$ cat src/pio_cfg.svh
`ifndef PIO_CFG_SVH
`define PIO_CFG_SVH

// Register indices; the byte address on the bus is four times the index.
`define PIO_IDX_A_DATA 4'h0
`define PIO_IDX_B_DATA 4'h1
`define PIO_IDX_A_DIR 4'h4
`define PIO_IDX_B_DIR 4'h5

// Port widths.
`define PIO_A_WIDTH 8
`define PIO_B_WIDTH 6

// Field positions.
`define PIO_B_CLKOUT_BIT 7
`define PIO_B_CLK_PIN 0
`define PIO_KBD_LO 1
`define PIO_KBD_HI 6

// Reset values and masks.
`define PIO_DIR_RESET 8'h00
`define PIO_A_KBD_MASK 8'h7e
`define PIO_B_DATA_MASK 8'h3f
`define PIO_B_DIR_MASK 8'hbf
`define PIO_ZERO_WORD 32'h0000_0000

`endif

$ cat src/pio_pkg.sv
package pio_pkg;

    // Drive of one group of pins toward the pads.
    typedef struct packed {
        logic [7:0] level;
        logic [7:0] drive_en;
        logic [7:0] pullup_en;
    } pio_pad_drive_t;

    // APB request as seen on the bus inputs in every cycle, setup and access phase alike.
    typedef struct packed {
        logic sel;
        logic enable;
        logic write;
        logic [7:0] addr;
        logic [31:0] wdata;
    } pio_apb_req_t;

    // Registered APB answer.
    typedef struct packed {
        logic ready;
        logic slverr;
        logic [31:0] rdata;
    } pio_apb_rsp_t;

endpackage : pio_pkg

$ cat src/pio_sync.sv
`timescale 1ns/100ps
`default_nettype none

module pio_sync #(
    parameter int W = 8
) (
    input wire logic clk_sys,
    input wire logic rst,
    input wire logic [W-1:0] async_in,
    output logic [W-1:0] sync_out
);

    logic [W-1:0] meta;
    logic [W-1:0] next_meta;
    logic [W-1:0] next_sync_out;

    // The first stage feeds only the second stage.
    always_comb begin
        next_meta = rst ? '0 : async_in;
        next_sync_out = rst ? '0 : meta;
    end

    always_ff @(posedge clk_sys) begin
        meta <= next_meta;
        sync_out <= next_sync_out;
    end

endmodule : pio_sync

`default_nettype wire

$ cat src/pio_ports.sv
// Notes on behaviour
// Port A data register at index 0 holds eight output latches.
// Reset leaves port A data latches unchanged.
// Port A direction bit 1 enables the pin driver, 0 disables it.
// Reset clears all port A direction bits; pins start as inputs.
// Port A data read returns the latch where direction is 1.
// Port A data read returns the pin level where direction is 0.
// Latch writes always land; input pins read back unaffected.
// Keypad enable forces the pin to input and switches on its pullup.
// Keypad pins read the pin only when direction is 0.
// Only port A bits 6 to 1 have the keypad function.
// Pullup is on only while the pin is keypad-enabled.
// Port B data has latches in bits 5..0, untouched by reset.
// Port B direction: clock-out enable bit 7, bits 5..0, reset 0.
// Software should load the latch before turning a pin to output.
// Clock-out enable drives the bus clock onto port B pin 0; the code drives clk_sys divided by two there.
// Port B data read: latch where direction is 1, else pin.
// Unimplemented bits read zero and ignore writes.
//
// Our own choice: register access over APB.
`include "pio_cfg.svh"
`timescale 1ns/100ps
`default_nettype none

module pio_ports #(
    parameter int A_W = `PIO_A_WIDTH,
    parameter int B_W = `PIO_B_WIDTH
) (
    input wire logic clk_sys,
    input wire logic rst,
    input wire logic psel,
    input wire logic penable,
    input wire logic pwrite,
    input wire logic [7:0] paddr,
    input wire logic [31:0] pwdata,
    output logic [31:0] prdata,
    output logic pready,
    output logic pslverr,
    input wire logic [5:0] keypad_irq_enable,
    input wire logic [7:0] first_port_pin_in,
    output logic [7:0] first_port_pin_out,
    output logic [7:0] first_port_pin_oe,
    output logic [7:0] first_port_pullup,
    input wire logic [5:0] second_port_pin_in,
    output logic [5:0] second_port_pin_out,
    output logic [5:0] second_port_pin_oe
);

    function automatic logic [7:0] byte_addr(input logic [3:0] idx);
        byte_addr = {2'b00, idx, 2'b00};
    endfunction : byte_addr

    // Per bit: latch where the direction bit is 1, synchronised pin otherwise.
    function automatic logic [7:0] mix_read(input logic [7:0] dir,
                                             input logic [7:0] latch,
                                             input logic [7:0] pin);
        mix_read = (dir & latch) | (~dir & pin);
    endfunction : mix_read

    pio_pkg::pio_apb_req_t req;
    pio_pkg::pio_apb_rsp_t rsp;
    pio_pkg::pio_apb_rsp_t next_rsp;
    pio_pkg::pio_pad_drive_t pad_a;
    pio_pkg::pio_pad_drive_t next_pad_a;

    logic [7:0] first_port_latch;
    logic [7:0] next_first_port_latch;
    logic [7:0] second_port_latch;
    logic [7:0] next_second_port_latch;
    logic [7:0] first_port_direction;
    logic [7:0] next_first_port_direction;
    logic [7:0] second_port_direction;
    logic [7:0] next_second_port_direction;
    logic bus_clock_image;
    logic next_bus_clock_image;
    logic [5:0] pin_b_out;
    logic [5:0] next_pin_b_out;
    logic [5:0] pin_b_oe;
    logic [5:0] next_pin_b_oe;

    logic [7:0] pin_a_sync;
    logic [5:0] pin_b_sync;
    logic [7:0] kbd_en;
    logic bus_write;
    logic [7:0] rd_byte;
    logic hit;

    assign req = '{sel: psel, enable: penable, write: pwrite,
                   addr: paddr, wdata: pwdata};

    pio_sync #(.W(A_W)) u_sync_a (
        .clk_sys(clk_sys),
        .rst(rst),
        .async_in(first_port_pin_in),
        .sync_out(pin_a_sync)
    );

    pio_sync #(.W(B_W)) u_sync_b (
        .clk_sys(clk_sys),
        .rst(rst),
        .async_in(second_port_pin_in),
        .sync_out(pin_b_sync)
    );

    // Keypad bits mapped
    // Only bits 6..1 carry the keypad function; bits 7 and 0 never do.
    always_comb begin
        kbd_en = {1'b0, keypad_irq_enable, 1'b0} & `PIO_A_KBD_MASK;
    end

    // A write takes effect at the edge that completes the access phase.
    always_comb begin
        bus_write = req.sel & req.enable & rsp.ready & req.write;
    end

    // Read decode and address check for the setup cycle.
    always_comb begin
        rd_byte = 8'h00;
        hit = 1'b1;
        unique case (req.addr)
            byte_addr(`PIO_IDX_A_DATA): begin
                // Output bits read latch
                // Input bits read pin
                // Keypad pins follow direction
                rd_byte = mix_read(first_port_direction, first_port_latch,
                                   pin_a_sync);
            end
            byte_addr(`PIO_IDX_B_DATA): begin
                // Port B mixed read
                // Upper bits zero
                rd_byte = mix_read(second_port_direction, second_port_latch,
                                   {2'b00, pin_b_sync})
                          & `PIO_B_DATA_MASK;
            end
            byte_addr(`PIO_IDX_A_DIR): begin
                rd_byte = first_port_direction;
            end
            byte_addr(`PIO_IDX_B_DIR): begin
                rd_byte = second_port_direction;
            end
            default: begin
                hit = 1'b0;
            end
        endcase
    end

    // Answer group: one wait-free access phase, error on unmapped address.
    always_comb begin
        next_rsp = rsp;
        if (rst) begin
            next_rsp = '{ready: 1'b0, slverr: 1'b0, rdata: `PIO_ZERO_WORD};
        end else if (req.sel & ~req.enable & ~rsp.ready) begin
            next_rsp.ready = 1'b1;
            next_rsp.slverr = ~hit;
            next_rsp.rdata = req.write ? `PIO_ZERO_WORD
                                       : {24'h00_0000, rd_byte};
        end else begin
            next_rsp.ready = 1'b0;
            next_rsp.slverr = 1'b0;
        end
    end

    always_ff @(posedge clk_sys) begin
        rsp <= next_rsp;
    end

    assign prdata = rsp.rdata;
    assign pready = rsp.ready;
    assign pslverr = rsp.slverr;

    // Data latches carry no reset term at all.
    always_comb begin
        next_first_port_latch = first_port_latch;
        next_second_port_latch = second_port_latch;
        // Port A latch write
        // Write regardless of direction
        if (bus_write && req.addr == byte_addr(`PIO_IDX_A_DATA)) begin
            next_first_port_latch = req.wdata[7:0];
        end
        // Six port B latches
        // Dead bits ignore writes
        if (bus_write && req.addr == byte_addr(`PIO_IDX_B_DATA)) begin
            next_second_port_latch = req.wdata[7:0] & `PIO_B_DATA_MASK;
        end
    end

    // No reset on latches
    always_ff @(posedge clk_sys) begin
        first_port_latch <= next_first_port_latch;
        second_port_latch <= next_second_port_latch;
    end

    // Direction registers.
    always_comb begin
        next_first_port_direction = first_port_direction;
        next_second_port_direction = second_port_direction;
        if (rst) begin
            // Port A all inputs
            // Port B cleared
            next_first_port_direction = `PIO_DIR_RESET;
            next_second_port_direction = `PIO_DIR_RESET;
        end else begin
            if (bus_write && req.addr == byte_addr(`PIO_IDX_A_DIR)) begin
                next_first_port_direction = req.wdata[7:0];
            end
            // Bit 6 unimplemented
            if (bus_write && req.addr == byte_addr(`PIO_IDX_B_DIR)) begin
                next_second_port_direction = req.wdata[7:0]
                                             & `PIO_B_DIR_MASK;
            end
        end
    end

    always_ff @(posedge clk_sys) begin
        first_port_direction <= next_first_port_direction;
        second_port_direction <= next_second_port_direction;
    end

    // Port A pad drive. The enable changes at the same edge as the direction write,
    // which keeps every pad signal straight off a flip-flop.
    always_comb begin
        next_pad_a.level = next_first_port_latch;
        if (rst) begin
            next_pad_a.drive_en = 8'h00;
            next_pad_a.pullup_en = 8'h00;
        end else begin
            // Direction enables driver
            // Keypad forces input
            next_pad_a.drive_en = next_first_port_direction & ~kbd_en;
            // Pullup only when keypad
            next_pad_a.pullup_en = kbd_en;
        end
    end

    always_ff @(posedge clk_sys) begin
        pad_a <= next_pad_a;
    end

    assign first_port_pin_out = pad_a.level;
    assign first_port_pin_oe = pad_a.drive_en;
    assign first_port_pullup = pad_a.pullup_en;

    // The bus clock image is a half-rate toggle; a true clock cannot leave
    // through a flip-flop, so the pad sees clk_sys divided by two.
    always_comb begin
        next_bus_clock_image = rst ? 1'b0 : ~bus_clock_image;
    end

    always_ff @(posedge clk_sys) begin
        bus_clock_image <= next_bus_clock_image;
    end

    // Port B pad drive.
    always_comb begin
        next_pin_b_out = next_second_port_latch[5:0];
        next_pin_b_oe = rst ? 6'h00 : next_second_port_direction[5:0];
        // Clock onto pin 0
        if (!rst && next_second_port_direction[`PIO_B_CLKOUT_BIT]) begin
            next_pin_b_out[`PIO_B_CLK_PIN] = next_bus_clock_image;
            next_pin_b_oe[`PIO_B_CLK_PIN] = 1'b1;
        end
    end

    always_ff @(posedge clk_sys) begin
        pin_b_out <= next_pin_b_out;
        pin_b_oe <= next_pin_b_oe;
    end

    assign second_port_pin_out = pin_b_out;
    assign second_port_pin_oe = pin_b_oe;

endmodule : pio_ports

`default_nettype wire

$ cat config.mk
export PLATFORM = sky130hd
export DESIGN_NAME = pio_ports
export DESIGN_NICKNAME = d
export VERILOG_FILES = /design/src/pio_pkg.sv /design/src/pio_sync.sv /design/src/pio_ports.sv
export VERILOG_INCLUDE_DIRS = /design/src
export SDC_FILE = /design/constraint.sdc
export NUM_CORES = 1
export LEC_CHECK = 0
export BUFFER_PORTS_ARGS = -buffer_cell sky130_fd_sc_hd__buf_4
export CAP_MARGIN = 40
export CORE_ASPECT_RATIO = 0.6
export CORE_MARGIN = 4
export CORE_UTILIZATION = 45
export CTS_BUF_LIST = sky130_fd_sc_hd__clkbuf_8
export CTS_CLUSTER_DIAMETER = 80
export CTS_CLUSTER_SIZE = 25
export DETAILED_ROUTE_END_ITERATION = 8
export GPL_ROUTABILITY_DRIVEN = 1
export PLACE_DENSITY = 0.89
export SLEW_MARGIN = 30
export SYNTH_ARGS = -nofsm -noshare
export SYNTH_HDL_FRONTEND = slang
export SYNTH_SLANG_ARGS = --single-unit
$ cat constraint.sdc
create_clock -name clk_sys -period 2.38 [get_ports clk_sys]
set_input_delay 0.357 -clock clk_sys [delete_from_list [all_inputs] [get_ports clk_sys]]
set_output_delay 0.357 -clock clk_sys [all_outputs]
set_load 0.01 [all_outputs]
==> flow_metrics.tcl, run 1 <==
set metrics [dict create \
    outcome "finished, final reports clean" \
    drt_iter0_drc 117 \
    rows 23 \
    final_max_slew_viol_count 0 \
    area_growth_syn_to_layout_pct 25.4 \
    crit_family "simple AND/OR/NAND/NOR gates" \
    arrival_ps 2170 \
    numCtsBuffers 9 \
    grt_max_degree 44 \
    wl_um 7450 \
    crit_chain "buf_4 > or4b_1 > nor3_2 > mux2_2 > mux2_4" \
    cts_tree "done" \
    critPathCaptureType "flip-flop" \
    ant_nets 0 \
    cellPowerDensity_nw_per_um2 665 \
    yosys.area.top_type "dfxtp_1" \
    period_needed_ps 1920 \
    hp-class "input port to flip-flop" \
    p_leak_nw 1.69 \
    first_pass_iters 4 \
    drive_gt1_share_pct 31.9 \
    critPathMaxFanout 6 \
    max_stage_delay_ps 710 \
    ys_ff_latch 89 \
    postCtsSetupBuffers 0 \
    antenna_found_initial 0 \
    critPathKind "input port to flip-flop" \
    place_hpwl_um 5570 \
    worstSkewPairLatency_ps 350 \
    cts_root_buffer "clkbuf_8" \
    met1Wirelength_um 3110 \
    holdWs_ps 159 \
    ys_top_cells_by_count "dfxtp_1, nor2b_1, buf_4" \
    wl_met2_um 3640 \
    fp.dieW_um 118 \
    io_pins 135 \
    grt_pass1_vias 2318 \
    drcViolationCount 0 \
    die_area_um2 8800 \
    synth-edff-count 13 \
    post_dp_cell_area_um2 3930 \
    rsz0062_at_grt "false" \
    htreeDepth 3 \
    syn_area_per_cell_um2 11.4 \
    min_period_over_period_pct 80.7 \
    setup_violations 0 \
    slowest_stage "or4b_1" \
    diodes 0 \
    synthTopCellsByArea "dfxtp_1, edfxtp_1, mux2i_1" \
    ys.flop_type "dfxtp_1" \
    fin_area_um2 4130 \
    wl_met3_um 642 \
    peakVddDrop_v 0.000352 \
    nets 445 \
    grt_usage_pct 16.7 \
    clk_pin_slew_worst_paths_ps 90 \
    synth_most_common_cell "dfxtp_1" \
    path_buf_inv 1 \
    top_layer "met4" \
    slew_headroom_pct 54.2 \
    die-height_um 74.3 \
    max_freq_ghz 0.521 \
    worst_pin_slew_ps 684 \
    required_ps 2630 \
    synthArstFlopShare_pct 0 \
    finalHoldViolations 0 \
    overflow 0 \
    skew_ps 9.21 \
    detail_route.vias_per_cell 4.90 \
    fin_tns_setup_ps 0 \
    gp_congestion 0.797 \
    yosysWarnings 0 \
    post_cts_resize_count 0 \
    synthCells 290 \
    yosys.area.top_type_share_pct 46.2 \
    drv_cap 0 \
    core_um2 6880 \
    vias 2311 \
    wl_per_cell_um 15.8 \
    ys_seq_area_share_pct 58.0 \
    crit_path_start_kind "input port" \
    port_buffers 84 \
    cts_hold_buf 0 \
    syn_area_um2 3300 \
    synth_cell_types 39 \
    cts.path.max_buffers 2 \
    grt_pass1_wl_um 11300 \
    cts.sinks 89 \
    start_util_pct 47.9 \
]
==> final cells by class <==
| cell class | instances | area, um^2 |
|---|---|---|
| Clock buffer | 10 | 138 |
| Clock inverter | 6 | 60.1 |
| Fill cell | 569 | 2750 |
| Inverter | 1 | 3.75 |
| Multi-Input combinational cell | 185 | 1200 |
| Sequential cell | 89 | 1910 |
| Tap cell | 87 | 109 |
| Timing Repair Buffer | 94 | 706 |
==> layout by cell type, fill, tap and decap left out, types with 7 or more instances in the layout <==
| cell | count |
|---|---|
| conb_1 | 26 |
| buf_4 | 94 |
| o21ai_0 | 7 |
| edfxtp_1 | 13 |
| nor2_1 | 28 |
| nor3_1 | 9 |
| clkbuf_8 | 10 |
| mux2i_1 | 27 |
| dfxtp_1 | 76 |
| nor2b_1 | 34 |
==> metrics by stage <==
step / worst slack [ps] / total power [mW] / std cells / utilization, %
final: 460 / 2.75 / 472 / 60.1
after global routing: 415 / 2.84 / 472 / 60.1
after CTS: 473 / 2.76 / 472 / 60.1
after detailed placement: 80.5 / 1.76 / 456 / 57.2
after global placement: 141 / 1.75 / 456 / 57.2
after floorplan: 171 / 1.70 / 315 / -
==> per-layer routing <==
metal / GRT usage [%] / up-vias
li1: - / 1129
met1: 19.6 / 1091
met2: 28.0 / 85
met3: 7.52 / 6
met4: 5.52 / 0
met5: 0 / -
==> sequential cells by signal (all words and copies together) (netlist names) <==
name / flops
first_port_direction: 8
first_port_pin_oe: 8
first_port_pin_out: 8
prdata: 8
u_sync_a.meta: 8
u_sync_a.sync_out: 8
second_port_direction: 7
first_port_pullup: 6
second_port_pin_oe: 6
u_sync_b.meta: 6
u_sync_b.sync_out: 6
second_port_pin_out: 5
second_port_latch: 2
bus_clock_image: 1
pready: 1
pslverr: 1
==> report_power, final <==
part / switching (mW) / total, mW / internal, mW
Sequential: 0.00810 / 1.56 / 1.55
Clock: 0.512 / 1.02 / 0.509
Combinational: 0.0886 / 0.167 / 0.0785
Total: 0.608 / 2.75 / 2.14
==> worst register-to-register path, delay by kind of cell, from the launching register on <==
| kind | cells | cell delay (ps) |
|---|---|---|
| flip-flops | 1 | 390 |
| buffers and inverters | 1 | 240 |
| multiplexers | 1 | 330 |
| AND/OR/NAND/NOR | 3 | 720 |
==> worst paths after layout <==
kind / end / slack [ps] / from / cells past startpoint
hold reg to reg: bus_clock_image$_DFF_P_ / 420 / bus_clock_image$_DFF_P_ / 1
setup / recovery: second_port_pin_out[0]$_DFF_P_ / 460 / paddr[1] / 5
hold / removal: first_port_pin_oe[4]$_SDFF_PP0_ / 160 / keypad_irq_enable[3] / 2
setup reg to reg: second_port_pin_oe[1]$_SDFF_PP0_ / 570 / pready$_SDFF_PP0_ / 5
==> cell families after synthesis <==
logic type / synth area share, %
buffers and inverters: 8.47
AOI/OAI and AO/OA: 7.02
and+or+nand+nor: 17.4
DFF: 58.0
muxes: 9.00
other: 0.114
(Power assumes the default switching activity.)
==> run 2: changes to the inputs <==
==> constraint.sdc (replaced) <==
create_clock -name clk_sys -period 1.65 [get_ports clk_sys]
set_input_delay 0.2475 -clock clk_sys [delete_from_list [all_inputs] [get_ports clk_sys]]
set_output_delay 0.2475 -clock clk_sys [all_outputs]
set_load 0.01 [all_outputs]
==> flow_metrics.tcl, run 2 (same netlist as run 1, synthesis figures left out) <==
set metrics [dict create \
    nets 463 \
    fp.dieW_um 118 \
    detail_route.vias_per_cell 4.82 \
    grt_max_degree 33 \
    cts_tree "done" \
    fill_cells 539 \
    rows 23 \
    worstSkewPairLatency_ps 360 \
    grt_pass1_wl_um 11800 \
    area_growth_syn_to_layout_pct 31.7 \
    layout_commonest_cell "buf_4" \
    vias 2363 \
    die_area_um2 8800 \
    power_mw 4.13 \
    holdWs_ps 44.6 \
    io_pins 135 \
    fin_util_pct 63.1 \
    arrival_ps 1830 \
    seq_area_um2 1910 \
    port_buffers 84 \
    final_cell_mix "buf_4, dfxtp_1, nor2b_1" \
    critPathCaptureType "flip-flop" \
    diodes 0 \
    critPathKind "flip-flop to flip-flop" \
    wl_per_cell_um 16.0 \
    wl_um 7840 \
    finalHoldViolations 0 \
    drcViolationCount 0 \
    peakVddDrop_v 0.000664 \
    crit_path_start_kind "flip-flop" \
    place_hpwl_um 5940 \
    max_freq_ghz 0.633 \
    first_pass_iters 4 \
    start_util_pct 47.9 \
    cellPowerDensity_nw_per_um2 952 \
    gp_congestion 0.800 \
    drive_gt1_share_pct 37.0 \
    setup_violations 0 \
    overflow 0 \
    drt_iter0_drc 67 \
    final_max_slew_viol_count 0 \
    die-height_um 74.3 \
    grt_pass1_vias 2288 \
    required_ps 1900 \
    p_leak_nw 1.82 \
    ant_nets 0 \
    critPathMaxFanout 4 \
    cts.path.max_buffers 2 \
    numCtsBuffers 9 \
    cts_root_buffer "clkbuf_8" \
    clk_pin_slew_worst_paths_ps 80 \
    grt_usage_pct 17.7 \
    htreeDepth 3 \
    antenna_found_initial 0 \
    core_um2 6880 \
    min_period_over_period_pct 95.7 \
    cts.sinks 89 \
    drv_cap 0 \
    worst_pin_slew_ps 619 \
    multi_input_area_um2 1240 \
    skew_ps 8.32 \
    period_needed_ps 1580 \
    hp-class "input port to flip-flop" \
    slew_headroom_pct 58.6 \
    outcome "finished, final reports clean" \
]
==> run 2: changes by cell type in the layout (fill, tap and decap cells not counted), moves of 2 or more <==
cell / before / now
buf_4: 94 / 110
buf_6: 0 / 2
clkbuf_8: 10 / 14
mux2i_1: 27 / 24
mux2i_2: 0 / 3
or4b_1: 2 / 0
or4b_4: 0 / 2
==> run 2: layer usage <==
metal	global-route usage [%]	vias to the layer above	share of wire [%]
met5	0	-	0
met1	21.0	1107	42
met4	4.24	0	1.2
li1	-	1162	-
met2	29.3	82	48
met3	9.04	12	9.4
==> run 2: final timing paths <==
| check | start | endpoint | slack [ps] | cells after the start |
|---|---|---|---|---|
| worst max-delay path | pready$_SDFF_PP0_ | second_port_pin_out[0]$_DFF_P_ | 70 | 6 |
| worst max register to register | pready$_SDFF_PP0_ | second_port_pin_out[0]$_DFF_P_ | 70 | 6 |
| worst min register to register | bus_clock_image$_DFF_P_ | bus_clock_image$_DFF_P_ | 420 | 1 |
| worst min-delay path | keypad_irq_enable[1] | first_port_pin_oe[2]$_SDFF_PP0_ | 40 | 2 |
==> run 2: per-stage QoR <==
| stage | worst slack (ps) | instance area (um^2) | setup TNS, ps | cells |
|---|---|---|---|---|
| 6_report | 71.4 | 4340 | 0 | 490 |
| 5_1_grt | -3.87 | 4340 | -3.87 | 490 |
| 4_1_cts | 35.4 | 4290 | 0 | 486 |
| 3_5_place_dp | -285 | 4060 | -8130 | 470 |
| 3_3_place_gp | -248 | 4060 | -7010 | 470 |
| 2_1_floorplan | -327 | 3430 | -2310 | 315 |
==> run 2: area by class of cell <==
cell class,count,share of cell area (%)
well taps,87,2.51
inverters,1,0.0865
flip-flops and latches,89,44.1
multi-input cells,185,28.6
clock buffers,14,4.44
repair buffers,112,19.5
clock inverters,2,0.778
==> run 2: critical path: stages (launching register included) <==
cell,delay (ps)
dfxtp_2,350
nand4_1,90
buf_6,150
buf_4,140
nor3_4,160
mux2_4,320
mux2_4,260
==> run 2: what timing repair did <==
item,4_1_cts,5_1_grt
buffers inserted,0,4
endpoints found under the setup margin,0,8
gates resized for setup,0,6
hold buffers,0,0
==> run 2: power by group <==
| part | switching (mW) | total (mW) | internal (mW) |
|---|---|---|---|
| registers | 0.0113 | 2.25 | 2.24 |
| clock network | 0.714 | 1.62 | 0.902 |
| logic | 0.136 | 0.267 | 0.131 |
| total | 0.862 | 4.13 | 3.27 |
==> run 3: changes to the inputs <==
--- a/config.mk
+++ b/config.mk
@@ -16,7 +16,7 @@
 export CTS_CLUSTER_SIZE = 25
 export DETAILED_ROUTE_END_ITERATION = 8
 export GPL_ROUTABILITY_DRIVEN = 1
-export PLACE_DENSITY = 0.89
+export PLACE_DENSITY_LB_ADDON = 0.08
 export SLEW_MARGIN = 30
 export SYNTH_ARGS = -nofsm -noshare
 export SYNTH_HDL_FRONTEND = slang
==> flow_metrics.tcl, run 3 (same netlist as run 1, synthesis figures left out) <==
set metrics [dict create \
    outcome "finished, final reports clean" \
    die_area_um2 8800 \
    worst_pin_slew_ps 652 \
    vias 2291 \
    clk_pin_slew_worst_paths_ps 80 \
    peakVddDrop_v 0.000610 \
    first_pass_iters 4 \
    core_um2 6880 \
    required_ps 1900 \
    crit_chain "buf_4 > or4b_4 > nor3_4 > mux2i_2 > mux2_4" \
    crit_family "simple AND/OR/NAND/NOR gates" \
    fin_area_um2 4270 \
    drive_gt1_share_pct 36.3 \
    gp_congestion 0.792 \
    grt_pass1_wl_um 11500 \
    setup_violations 0 \
    drv_cap 0 \
    fin_tns_setup_ps 0 \
    finalHoldViolations 0 \
    wl_um 7420 \
    io_pins 135 \
    drcViolationCount 0 \
    port_buffers 84 \
    critPathMaxFanout 4 \
    skew_ps 9.83 \
    cts_tree "done" \
    detail_route.vias_per_cell 4.71 \
    drt_iter0_drc 81 \
    crit_path_start_kind "input port" \
    fill_cells 584 \
    p_leak_nw 1.78 \
    grt_max_degree 40 \
    die-height_um 74.3 \
    arrival_ps 1840 \
    htreeDepth 3 \
    cellPowerDensity_nw_per_um2 911 \
    cts_root_buffer "clkbuf_8" \
    overflow 0 \
    fin_util_pct 62.1 \
    critPathCaptureType "flip-flop" \
    critPathKind "input port to flip-flop" \
    postCtsSetupBuffers 0 \
    diodes 0 \
    slew_headroom_pct 56.4 \
    period_needed_ps 1590 \
    post_dp_cell_area_um2 4070 \
    fp.dieW_um 118 \
    worstSkewPairLatency_ps 350 \
    numCtsBuffers 9 \
    grt_pass1_vias 2167 \
    rows 23 \
    cts.sinks 89 \
    cts.path.max_buffers 2 \
    area_growth_syn_to_layout_pct 29.7 \
    grt_usage_pct 17.3 \
    slowest_stage "or4b_4" \
    layout_commonest_cell "buf_4" \
    post_cts_resize_count 0 \
    nets 459 \
    final_max_slew_viol_count 0 \
    path_buf_inv 1 \
    min_period_over_period_pct 96.4 \
    rsz0062_at_grt "false" \
    max_freq_ghz 0.629 \
    holdWs_ps 55.3 \
    max_stage_delay_ps 590 \
    start_util_pct 47.9 \
    hp-class "input port to flip-flop" \
    cts_hold_buf 0 \
    wl_per_cell_um 15.3 \
    place_hpwl_um 5500 \
    ant_nets 0 \
    final_cell_mix "buf_4, dfxtp_1, nor2b_1" \
    antenna_found_initial 0 \
]
==> run 3: cell count changes in the layout (fill, tap and decap cells not counted), sizes merged <==
cell	change
buf	-4
inv	+2
clkinv	+1
bufinv	-1
clkbuf	-2
==> run 3: layer usage <==
metal	vias up	track usage (%)	part of all wire, %
met5	-	0	0
met4	0	4.62	0.59
met3	4	6.91	7.2
met2	70	25.2	43
met1	1065	24.1	49
li1	1152	-	-
==> run 3: final timing paths <==
kind | from | end | slack [ps] | cells past startpoint
setup / recovery | paddr[1] | second_port_pin_out[0]$_DFF_P_ | 60 | 5
hold / removal | keypad_irq_enable[3] | first_port_pin_oe[4]$_SDFF_PP0_ | 60 | 2
setup reg to reg | pready$_SDFF_PP0_ | second_port_pin_out[0]$_DFF_P_ | 70 | 5
hold reg to reg | bus_clock_image$_DFF_P_ | bus_clock_image$_DFF_P_ | 410 | 1
==> run 3: layout make-up <==
cell class              instances  area, um^2  area share, %
inverters                       1        3.75         0.0878
clock buffers                  12         165           3.87
multi-input cells             185        1250           29.2
flip-flops and latches         89        1910           44.8
clock inverters                 4        18.8          0.439
repair buffers                108         815           19.1
well taps                      87         109           2.55
==> run 3: power by group <==
| group | switching, mW | internal [mW] |
|---|---|---|
| registers | 0.0103 | 2.24 |
| clock network | 0.722 | 0.660 |
| logic | 0.135 | 0.130 |
| total | 0.867 | 3.03 |
==> run 3: stage by stage <==
stage | worst slack, ps | power [mW] | instances
finish | 59.8 | 3.89 | 486
global route | 7.44 | 4.06 | 486
CTS | 3.13 | 3.93 | 486
detailed placement | -307 | 2.56 | 470
global placement | -257 | 2.56 | 470
floorplan | -327 | 2.46 | 315
